**src/rtl/asop_pkg.sv**
```systemverilog
// Purpose: Shared constants for the area status output pulser.
// Assumes: One 25 MHz clock; a 100 ms tick is derived from it.
// Notes: Output indices select bits of the output vector.
`default_nettype none
package asop_pkg;
  localparam int ASOP_CLK_HZ = 25000000;
  localparam int ASOP_TICK_MS = 100;
  localparam int ASOP_TICK_CYCLES = ASOP_CLK_HZ / 1000 * ASOP_TICK_MS;
  localparam int ASOP_NUM_OUT = 12;
  localparam int ASOP_TIME_W = 8;
  localparam int ASOP_TIME_MAX = 255;
  localparam int ASOP_O_BELL = 0;
  localparam int ASOP_O_EXIT = 1;
  localparam int ASOP_O_ENTRY = 2;
  localparam int ASOP_O_DISARMED = 3;
  localparam int ASOP_O_ARMED = 4;
  localparam int ASOP_O_BYPASS = 5;
  localparam int ASOP_O_TAMPER = 6;
  localparam int ASOP_O_MEMORY = 7;
  localparam int ASOP_O_COUNT = 8;
  localparam int ASOP_O_DEFER = 9;
  localparam int ASOP_O_FAIL = 10;
  localparam int ASOP_O_READY = 11;
  localparam logic [11:0] ASOP_ACT_RST = 12'h008;
  localparam logic [7:0] ASOP_TIME_RST = 8'h00;
  typedef enum logic [1:0] {
    ASOP_PH_ON = 2'h1,
    ASOP_PH_OFF = 2'h2
  } asop_phase_t;
endpackage
`default_nettype wire

```
**src/rtl/asop_pulser.sv**
```systemverilog
// Purpose: Area indication outputs set and cleared by area events, each cadenced on/off.
// Assumes: Events are one-cycle pulses from logic on core_clk; levels are synchronous.
// Notes: The pulse cadence tick runs every 100 ms; TICK_CYCLES may be shortened.
// Overview of operation
// - Bell turns on at area alarm only when the causing input has bell enabled.
// - Bell turns off when bell timer expires or the area is disarmed.
// - Pulsed active output: on time, off time, repeat, both in 100 ms units.
// - A zero on or off time makes an active output steady on.
// - On and off times are unsigned values from 0 to 255 units.
// - Exit output starts with exit delay; ends on armed, alarm, or disarm.
// - Entry output starts with entry delay; ends on disarm or alarm.
// - Disarmed output sets when disarming completes, clears when arming completes.
// - Armed output sets when arming completes, clears when disarming completes.
// - Bypass output on while any input is bypassed; clears on disarm complete.
// - Tamper output sets on tamper alarm; clears only on 24HR part disarm.
// - Alarm memory latches on any alarm until disarming completes.
// - Count output sets at count zero or maximum; clearing follows counting option.
// - Defer output sets at defer warning; clears on arming start or cancel.
// - Fail-to-arm output sets whenever an arming attempt fails.
// - Ready output is on only while all inputs and troubles are closed.
// - With retrigger set, each further bell alarm reloads the bell timer.
`default_nettype none
module asop_pulser
  import asop_pkg::*;
#(
  parameter int TICK_CYCLES = ASOP_TICK_CYCLES,
  parameter int NUM_OUT = ASOP_NUM_OUT,
  parameter int TIME_W = ASOP_TIME_W,
  parameter int BELL_W = 16
)
(
  input wire logic core_clk,
  input wire logic sys_rst,
  input wire logic ev_alarm,
  input wire logic alarm_bell_en,
  input wire logic alarm_retrigger,
  input wire logic [BELL_W-1:0] bell_time_ticks,
  input wire logic ev_tamper,
  input wire logic ev_exit_start,
  input wire logic ev_entry_start,
  input wire logic ev_arm_done,
  input wire logic ev_disarm_done,
  input wire logic ev_disarm_24hr_done,
  input wire logic ev_arm_start,
  input wire logic ev_arm_fail,
  input wire logic ev_defer_start,
  input wire logic ev_defer_cancel,
  input wire logic ev_count_zero,
  input wire logic ev_count_max,
  input wire logic ev_count_clear,
  input wire logic any_bypassed,
  input wire logic all_closed,
  input wire logic [NUM_OUT*TIME_W-1:0] on_time,
  input wire logic [NUM_OUT*TIME_W-1:0] off_time,
  output logic [NUM_OUT-1:0] out_drive,
  output logic [NUM_OUT-1:0] out_active
);

  logic [31:0] tick_cnt_ff;
  logic tick_ff;
  logic [BELL_W-1:0] bell_cnt_ff;
  logic [NUM_OUT-1:0] act_ff;
  logic [NUM_OUT-1:0] set_ev;
  logic [NUM_OUT-1:0] clr_ev;
  logic bell_expire;

  // The 100 ms enable pulse shared by bell timer and all pulse timers.
  always_ff @(posedge core_clk or posedge sys_rst)
  begin
    if (sys_rst)
    begin
      tick_cnt_ff <= 32'h00000000;
      tick_ff <= 1'b0;
    end
    else if (tick_cnt_ff >= 32'(TICK_CYCLES - 1))
    begin
      tick_cnt_ff <= 32'h00000000;
      tick_ff <= 1'b1;
    end
    else
    begin
      tick_cnt_ff <= tick_cnt_ff + 32'h00000001;
      tick_ff <= 1'b0;
    end
  end

  // Bell timer loads on first bell alarm, reloads on retrigger, stops on disarm.
  // A start that wins over a clear in the same cycle loads a fresh bell time.
  always_ff @(posedge core_clk or posedge sys_rst)
  begin
    if (sys_rst)
      bell_cnt_ff <= '0;
    else if (set_ev[ASOP_O_BELL] && (!act_ff[ASOP_O_BELL] || alarm_retrigger ||
             clr_ev[ASOP_O_BELL]))
      bell_cnt_ff <= bell_time_ticks;
    else if (ev_disarm_done)
      bell_cnt_ff <= '0;
    else if (tick_ff && bell_cnt_ff != '0)
      bell_cnt_ff <= bell_cnt_ff - BELL_W'(1);
  end

  // The bell times out as its counter reaches zero on a tick.
  assign bell_expire = act_ff[ASOP_O_BELL] && tick_ff && bell_cnt_ff <= BELL_W'(1);

  // Set and clear events for each indication except ready; a set in the same cycle wins.
  always_comb
  begin
    set_ev = '0;
    clr_ev = '0;
    set_ev[ASOP_O_BELL] = ev_alarm && alarm_bell_en && bell_time_ticks != '0;
    clr_ev[ASOP_O_BELL] = bell_expire || ev_disarm_done;
    set_ev[ASOP_O_EXIT] = ev_exit_start;
    clr_ev[ASOP_O_EXIT] = ev_arm_done || ev_alarm || ev_disarm_done;
    set_ev[ASOP_O_ENTRY] = ev_entry_start;
    clr_ev[ASOP_O_ENTRY] = ev_disarm_done || ev_alarm;
    set_ev[ASOP_O_DISARMED] = ev_disarm_done;
    clr_ev[ASOP_O_DISARMED] = ev_arm_done;
    set_ev[ASOP_O_ARMED] = ev_arm_done;
    clr_ev[ASOP_O_ARMED] = ev_disarm_done;
    set_ev[ASOP_O_BYPASS] = any_bypassed;
    clr_ev[ASOP_O_BYPASS] = ev_disarm_done;
    set_ev[ASOP_O_TAMPER] = ev_tamper;
    clr_ev[ASOP_O_TAMPER] = ev_disarm_24hr_done;
    set_ev[ASOP_O_MEMORY] = ev_alarm || ev_tamper;
    clr_ev[ASOP_O_MEMORY] = ev_disarm_done;
    set_ev[ASOP_O_COUNT] = ev_count_zero || ev_count_max;
    clr_ev[ASOP_O_COUNT] = ev_count_clear;
    set_ev[ASOP_O_DEFER] = ev_defer_start;
    clr_ev[ASOP_O_DEFER] = ev_arm_start || ev_defer_cancel;
    set_ev[ASOP_O_FAIL] = ev_arm_fail;
    clr_ev[ASOP_O_FAIL] = ev_arm_start || ev_disarm_done;
  end

  // Latched activity; ready alone follows its level directly.
  always_ff @(posedge core_clk or posedge sys_rst)
  begin
    if (sys_rst)
      act_ff <= ASOP_ACT_RST[NUM_OUT-1:0];
    else
    begin
      act_ff <= (act_ff & ~clr_ev) | set_ev;
      act_ff[ASOP_O_READY] <= all_closed;
    end
  end

  assign out_active = act_ff;

  // One cadence timer per indication output.
  genvar gi;
  generate
    for (gi = 0; gi < NUM_OUT; gi++)
    begin : g_pulse
      logic [TIME_W-1:0] t_on;
      logic [TIME_W-1:0] t_off;
      logic [TIME_W-1:0] cnt_ff;
      asop_phase_t ph_ff;
      logic act_d_ff;
      logic steady;
      assign t_on = on_time[gi*TIME_W +: TIME_W];
      assign t_off = off_time[gi*TIME_W +: TIME_W];
      assign steady = (t_on == '0) || (t_off == '0);

      // Phase and count advance on the tick; activation restarts the on phase.
      always_ff @(posedge core_clk or posedge sys_rst)
      begin
        if (sys_rst)
        begin
          ph_ff <= ASOP_PH_ON;
          cnt_ff <= '0;
          act_d_ff <= 1'b0;
        end
        else
        begin
          act_d_ff <= act_ff[gi];
          if (!act_ff[gi] || !act_d_ff)
          begin
            ph_ff <= ASOP_PH_ON;
            cnt_ff <= '0;
          end
          else if (tick_ff && !steady)
          begin
            case (ph_ff)
              ASOP_PH_ON:
              begin
                if (cnt_ff + TIME_W'(1) >= t_on)
                begin
                  ph_ff <= ASOP_PH_OFF;
                  cnt_ff <= '0;
                end
                else
                  cnt_ff <= cnt_ff + TIME_W'(1);
              end
              default:
              begin
                if (cnt_ff + TIME_W'(1) >= t_off)
                begin
                  ph_ff <= ASOP_PH_ON;
                  cnt_ff <= '0;
                end
                else
                  cnt_ff <= cnt_ff + TIME_W'(1);
              end
            endcase
          end
        end
      end

      // Drive is on during on phase or steadily; off at once when inactive.
      assign out_drive[gi] = act_ff[gi] && (steady || ph_ff == ASOP_PH_ON);
    end
  endgenerate
endmodule
`default_nettype wire

```
**config.mk**
```make
export PLATFORM = sky130hd
export DESIGN_NAME = asop_pulser
export DESIGN_NICKNAME = d
export VERILOG_FILES = /design/src/rtl/asop_pkg.sv /design/src/rtl/asop_pulser.sv
export SDC_FILE = /design/constraint.sdc
export NUM_CORES = 1
export LEC_CHECK = 0
export BUFFER_PORTS_ARGS = -buffer_cell sky130_fd_sc_hd__buf_2
export CAP_MARGIN = 0
export CORE_MARGIN = 3
export CORE_UTILIZATION = 45
export DETAILED_ROUTE_END_ITERATION = 12
export PLACE_DENSITY = 0.66
export SYNTH_ARGS = -nofsm -noshare
export SYNTH_HDL_FRONTEND = slang
export SYNTH_SLANG_ARGS = --single-unit
```
**constraint.sdc**
```tcl
create_clock -name core_clk -period 6.1 [get_ports core_clk]
set_input_delay 0.305 -clock core_clk [delete_from_list [all_inputs] [get_ports core_clk]]
set_output_delay 0.305 -clock core_clk [all_outputs]
set_load 0.005 [all_outputs]
```
==> flow_summary.yaml, run 1 <==
status:
  outcome: "finished, final reports clean"
routing:
  wl_per_cell_um: 14.4
  drtIter0Drc: 611
  routed_via_density: 5.28
  via_count: 13130
  drt_wl_total_mm: 35.8
  drtPass1Iterations: 4
  drtAntennaViolNets: 0
  drc: 0
setup_path:
  cp_max_fo: 8
  critPathRequiredTime_ns: 6.47
  critPathSlowestCell: "a2111oi_0"
  critPathBufInv: 0
  cp_data_arrival_time_ns: 3.72
  crit_chain: "and3_1 > nand3_1 > or2_2 > nand2_1 > ha_1 > a211oi_1 > nor2_1 > a2111oi_0 > o2111ai_1 > a21oi_1 > a21o_1"
  cp_slowest_stage_delay_ns: 0.77
  reg2reg_slack_ns: 2.76
  timing.rr.start: "g_pulse[9].cnt_ff[0]"
  crit_type: "flop to flop"
  timing.rr.end: "g_pulse[9].cnt_ff[5]"
  startpoint_type: "flop"
  cp-end-kind: "flop"
  crit_family: "compound AO/OA/AOI/OAI gates"
  reg2reg_depth: 11
die:
  core-area_um2: 32000
  die_y_um: 188
  placementRows: 65
  start_util_pct: 46.3
  ios: 252
  die_w_um: 188
  dieArea_um2: 35200
sta:
  fmax_mhz: 299
  finalClockSkew_ns: 0.00816
  report.final.slew_viol_count: 0
  period_share_pct: 54.8
  whs_ns: 0.0365
  maxSlewHeadroom_pct: 38.8
  rsz0062_at_grt: "false"
  tightest_slew_ns: 0.907
  timing_hold_violations_final: 0
  timing.setup.tns_ns: 0
  finalSetupViolations: 0
  finalCriticalPeriod_ns: 3.34
clock_tree:
  cts_tree: "yes"
  cts_setup_buffers: 0
  numCtsBuffers: 17
  cts.sinks: 193
  clkLatencyLatePin_ns: 0.43
  clock_path_buffers: 2
  cts_hold_buf: 1
  htree_levels: 4
  clkTransAtPathRegs_ns: 0.07
  ctsResizeCount: 0
  clockRootBuffer: "clkbuf_16"
synthesis:
  synth_area_um2: 14800
  synth_seq_cells: 193
  ys.flop_type: "dfrtp_1"
  synthTopCellsByArea: "dfrtp_1 30%, ha_1 18%, nand2_1 6.3%"
  synth_top_area_share_pct: 30.3
  synth_largest_area_cell: "dfrtp_1"
  syn_inst: 1770
  yosysWarnings: 0
  synth_edf_count: 0
  async_flop_share_pct: 100
  syn_area_per_cell_um2: 8.39
  ys_types: 64
  yosysSeqAreaShare_pct: 32.6
global_route:
  gr-usage-met2_pct: 33.7
  antenna_found_initial: 10
  overflow: 0
  gr-usage-met3_pct: 4.02
  grt-busiest-layer: "met2"
  grt_max_degree: 130
  grt_pass1_wl_mm: 60.6
  grt_usage_pct: 20.3
  met1_usage_pct: 27.7
  first_global_vias: 12821
placement:
  place.gp.congestion: 0.867
  io_buffer_count: 251
  dp_hpwl_mm: 28.7
  place_area_um2: 16600
cells_and_area:
  finalInstanceArea_um2: 17200
  drive_gt1_share_pct: 16.0
  mostFrequentLayoutCells: "251 x buf_2, 250 x nand2_1, 223 x inv_1"
  num-nets-final: 2473
  layout_commonest_cell: "buf_2"
  seq_area_um2: 4850
  n_fill_cell: 3095
  multi_input_comb_area_um2: 9100
  area_delta_synth_final_pct: 16.1
power:
  finalPower_mw: 3.99
  p_comb_share_pct: 31.9
  vdd_drop_max_mv: 0.205
  swShare_pct: 34.2
  leakage_nw: 9.27
  p_switching_mw: 1.36
  p_seq_share_pct: 39.3
  p_int_mw: 2.62
  power.density_nw_per_um2: 231
  clkPwrFrac_pct: 28.7
hold_path:
  hold_path_class: "input pin to async pin"
flow_run:
  drv_cap: 0
-- through the flow --
stage / cells / setup WS (ns) / utilization, %
floorplan: 1779 / 0.561 / -
global placement: 2452 / 2.88 / 51.9
detailed placement: 2452 / 2.79 / 51.9
CTS: 2485 / 2.77 / 53.8
global route: 2487 / 2.37 / 53.8
finish: 2489 / 2.76 / 53.8
-- cell type report --
cell class / instances / area share (%)
repair buffers: 255 / 7.48
flip-flops and latches: 193 / 28.1
multi-input cells: 1346 / 52.8
diodes: 4 / 0.0581
inverters: 224 / 4.92
clock buffers: 20 / 2.59
clock inverters: 12 / 0.857
well taps: 435 / 3.16
-- sequential cells by signal, summed over array words and instances (netlist names) --
signal            cells
g_pulse.act_d_ff     12
tick_ff               1
tick_cnt_ff          32
g_pulse.ph_ff        24
bell_cnt_ff          16
out_active           12
g_pulse.cnt_ff       96
-- kinds of logic (layout without fill, tap and decap cells) --
kind of cell | count (synthesis) | count (layout) | share of synthesized area, %
AO/OA/AOI/OAI | 301 | 301 | 13.4
XOR/XNOR | 81 | 81 | 4.78
adder cells (fa/ha/maj) | 208 | 208 | 17.5
buffers and inverters | 240 | 511 | 6.25
flip-flops | 193 | 193 | 32.6
multiplexers | 22 | 22 | 1.53
other | 1 | 14 | 0.0253
AND/OR/NAND/NOR | 724 | 724 | 23.9
-- worst max path at each step --
stage	start	to	depth (start not counted)
global placement	g_pulse[6].cnt_ff[0]	g_pulse[6].cnt_ff[2]	11
floorplan	sys_rst	bell_cnt_ff[0]	1
CTS	g_pulse[2].cnt_ff[0]	g_pulse[2].cnt_ff[2]	11
global route	g_pulse[9].cnt_ff[0]	g_pulse[9].cnt_ff[3]	11
finish	g_pulse[9].cnt_ff[0]	g_pulse[9].cnt_ff[5]	11
detailed placement	g_pulse[2].cnt_ff[0]	g_pulse[2].cnt_ff[2]	11
-- per-layer routing --
layer,vias to the layer above,wire (µm)
li1,6712,-
met4,14,370
met5,-,81
met1,6147,17300
met2,222,16600
met3,35,1470
-- power groups by stage --
stage / combinational, mW / sequential, mW / clock [mW]
final: 1.27 / 1.57 / 1.15
after detailed placement: 1.28 / 1.59 / 0
after global placement: 1.24 / 1.59 / 0
after CTS: 1.29 / 1.57 / 1.18
after global routing: 1.46 / 1.59 / 1.24
after floorplan: 0.912 / 1.55 / 0
-- cells in the mapped netlist, types with 9 or more instances --
cell type	number
o211ai_1	13
inv_1	224
dfstp_2	13
nor3b_1	12
o21ai_0	83
nor2b_1	25
dfrtp_1	180
nand4_1	24
o22ai_1	9
or2_2	11
o2111ai_1	12
ha_1	208
and3_1	38
a21oi_1	48
clkbuf_1	9
nor4_1	57
nand2_1	250
nand3_1	71
nor2_1	137
mux2i_1	16
nor3_1	10
xnor2_1	34
a21o_1	24
nand2b_1	69
a31oi_1	13
a211oi_1	46
a2111oi_0	11
xor2_1	47
Note: power is estimated with default switching activity, not from simulation.
==> run 2, diff against run 1 <==
--- a/config.mk
+++ b/config.mk
@@ -10,7 +10,7 @@
 export CORE_MARGIN = 3
 export CORE_UTILIZATION = 45
 export DETAILED_ROUTE_END_ITERATION = 12
-export PLACE_DENSITY = 0.66
+export PLACE_DENSITY = 0.69
 export SYNTH_ARGS = -nofsm -noshare
 export SYNTH_HDL_FRONTEND = slang
 export SYNTH_SLANG_ARGS = --single-unit
==> constraint.sdc (replaced) <==
create_clock -name core_clk -period 2.9 [get_ports core_clk]
set_input_delay 0.145 -clock core_clk [delete_from_list [all_inputs] [get_ports core_clk]]
set_output_delay 0.145 -clock core_clk [all_outputs]
set_load 0.005 [all_outputs]
==> run 2 against run 1 <==
Sequential power up 110%; fmax grew 17%; final cell count up 4.4%; register-to-register slack got worse by 2.7 ns; non-clock buffer count increased by 108; core utilization is 4.5 points higher; combinational power rose to 2.6 times the previous value; largest cell class unchanged; highest routed layer is now met4.
==> flow_summary.yaml, run 2 (synthesis gave the netlist of run 1 again) <==
flow_run:
  drv_cap: 0
cells_and_area:
  mostFrequentLayoutCells: "251 x buf_2, 249 x nand2_1, 223 x inv_1"
  fin_cells: 2599
  drive_gt1_share_pct: 22.1
  layout_commonest_cell: "buf_2"
  utilization_pct: 58.3
  n_fill_cell: 2909
  largest-register: "g_pulse.cnt_ff"
  area_delta_synth_final_pct: 25.9
  largest_reg_flops: 96
  num-nets-final: 2586
  reg_top3: "g_pulse.cnt_ff x96, tick_cnt_ff x32, g_pulse.ph_ff x24"
hold_path:
  holdPathStages: 3
  min_from: "ev_tamper"
  min_to: "out_active[7]"
  hold_path_class: "input pin to flop"
placement:
  dpl.cell_count: 2528
  dp_hpwl_mm: 30.5
  io_buffer_count: 251
  place.gp.congestion: 0.855
sta:
  fmax_mhz: 351
  finalClockSkew_ns: 0.0114
  rsz0062_at_grt: "true"
  whs_ns: 0.0765
  period_share_pct: 98.3
  finalCriticalPeriod_ns: 2.85
  tightest_slew_ns: 0.857
  maxSlewHeadroom_pct: 42.1
  timing_hold_violations_final: 0
  report.final.slew_viol_count: 0
  finalSetupViolations: 0
power:
  finalPower_mw: 9.07
  power.density_nw_per_um2: 485
  vdd_drop_max_mv: 0.422
  leakage_nw: 9.93
routing:
  drtAntennaViolNets: 0
  wl_per_cell_um: 15.1
  drtPass1Iterations: 5
  drtIter0Drc: 658
  drc: 0
  routed_via_density: 5.32
  via_count: 13827
  drt_wl_total_mm: 39.3
setup_path:
  critPathRequiredTime_ns: 3.28
  startpoint_type: "flop"
  cp_data_arrival_time_ns: 3.23
  cp-end-kind: "flop"
  timing.rr.end: "g_pulse[5].cnt_ff[2]"
  timing.rr.start: "g_pulse[5].cnt_ff[0]"
  crit_type: "flop to flop"
  reg2reg_depth: 10
  reg2reg_slack_ns: 0.05
  cp_max_fo: 9
die:
  dieArea_um2: 35200
  core-area_um2: 32000
  start_util_pct: 46.3
  die_y_um: 188
  ios: 252
  placementRows: 65
  die_w_um: 188
clock_tree:
  numCtsBuffers: 17
  clock_path_buffers: 2
  clkLatencyLatePin_ns: 0.44
  clkTransAtPathRegs_ns: 0.08
  htree_levels: 4
  cts.sinks: 193
  cts_tree: "yes"
  clockRootBuffer: "clkbuf_16"
global_route:
  first_global_vias: 13770
  overflow: 0
  grt_pass1_wl_mm: 63.8
  antenna_found_initial: 1
  grt_usage_pct: 21.4
  grt_max_degree: 82
status:
  outcome: "finished, final reports clean"
## run 2: changes by cell type in the layout (fill, tap and decap cells not counted), sizes merged
cell         before  now
a22oi             1    2
inv             230  231
o2111ai          12   16
clkinvlp          4    3
buf             254  333
bufinv            2    1
diode             4    1
clkbuf           20   17
dlygate4sd3       1   30
clkinv            0    4
## run 2: final cells by class
type                    count  area [µm²]  share of cell area [%]
multi-input cells        1351        9620                    51.5
clock inverters            15         188                    1.00
well taps                 435         544                    2.91
diodes                      1        2.50                  0.0134
repair buffers            363        2210                    11.8
flip-flops and latches    193        4850                    26.0
inverters                 224         845                    4.52
clock buffers              17         425                    2.28
## run 2: how the worst max path moves through the flow
stage                               start  cells past startpoint  slack [ns]                     to
floorplan            g_pulse[3].cnt_ff[0]                     11        0.18   g_pulse[3].cnt_ff[2]
global placement     g_pulse[8].cnt_ff[0]                     12       -0.18   g_pulse[8].cnt_ff[2]
detailed placement   g_pulse[8].cnt_ff[0]                     12       -0.18   g_pulse[8].cnt_ff[3]
CTS                 g_pulse[11].cnt_ff[1]                      9       0.008  g_pulse[11].cnt_ff[7]
global route         g_pulse[5].cnt_ff[0]                     12       -0.09   g_pulse[5].cnt_ff[2]
finish               g_pulse[5].cnt_ff[0]                     10        0.05   g_pulse[5].cnt_ff[2]
## run 2: worst max-delay path, cell delays in order, from the launching register on
cell,delay [ns]
dfrtp_2,0.44
ha_2,0.22
xor2_1,0.24
ha_1,0.29
a211oi_1,0.28
o21ai_0,0.22
a2111oi_2,0.34
buf_4,0.19
o2111ai_4,0.18
o22ai_1,0.22
a21o_1,0.16
## run 2: per-layer routing
layer  track usage [%]  part of all wire, %  wire (µm)
met1              27.3                   45      17600
met2              37.4                   49      19300
met3              3.40                  3.8       1490
met4              6.52                  2.3        892
met5                 0                    0          0
## run 2: power breakdown
part	internal [mW]	total (mW)	switching [mW]
Clock	1.25	2.44	1.19
Sequential	2.99	3.29	0.295
Combinational	1.56	3.35	1.79
Total	5.80	9.07	3.27
## run 2: per-stage QoR
stage / TNS (ns) / worst slack [ns] / area [µm²]
finish: 0 / 0.0482 / 18700
global route: -0.397 / -0.0922 / 18700
CTS: 0 / 0.00752 / 18200
detailed placement: -3.19 / -0.182 / 17200
global placement: -1.66 / -0.179 / 17200
floorplan: 0 / 0.181 / 14900
## run 2: repair_timing
action	4_1_cts	5_1_grt
hold buffers	30	0
endpoints found under the setup margin	73	116
pin swaps	0	21
endpoints found under the hold margin	206	0
gates resized for setup	22	74
buffers inserted	0	3
gates cloned	0	5
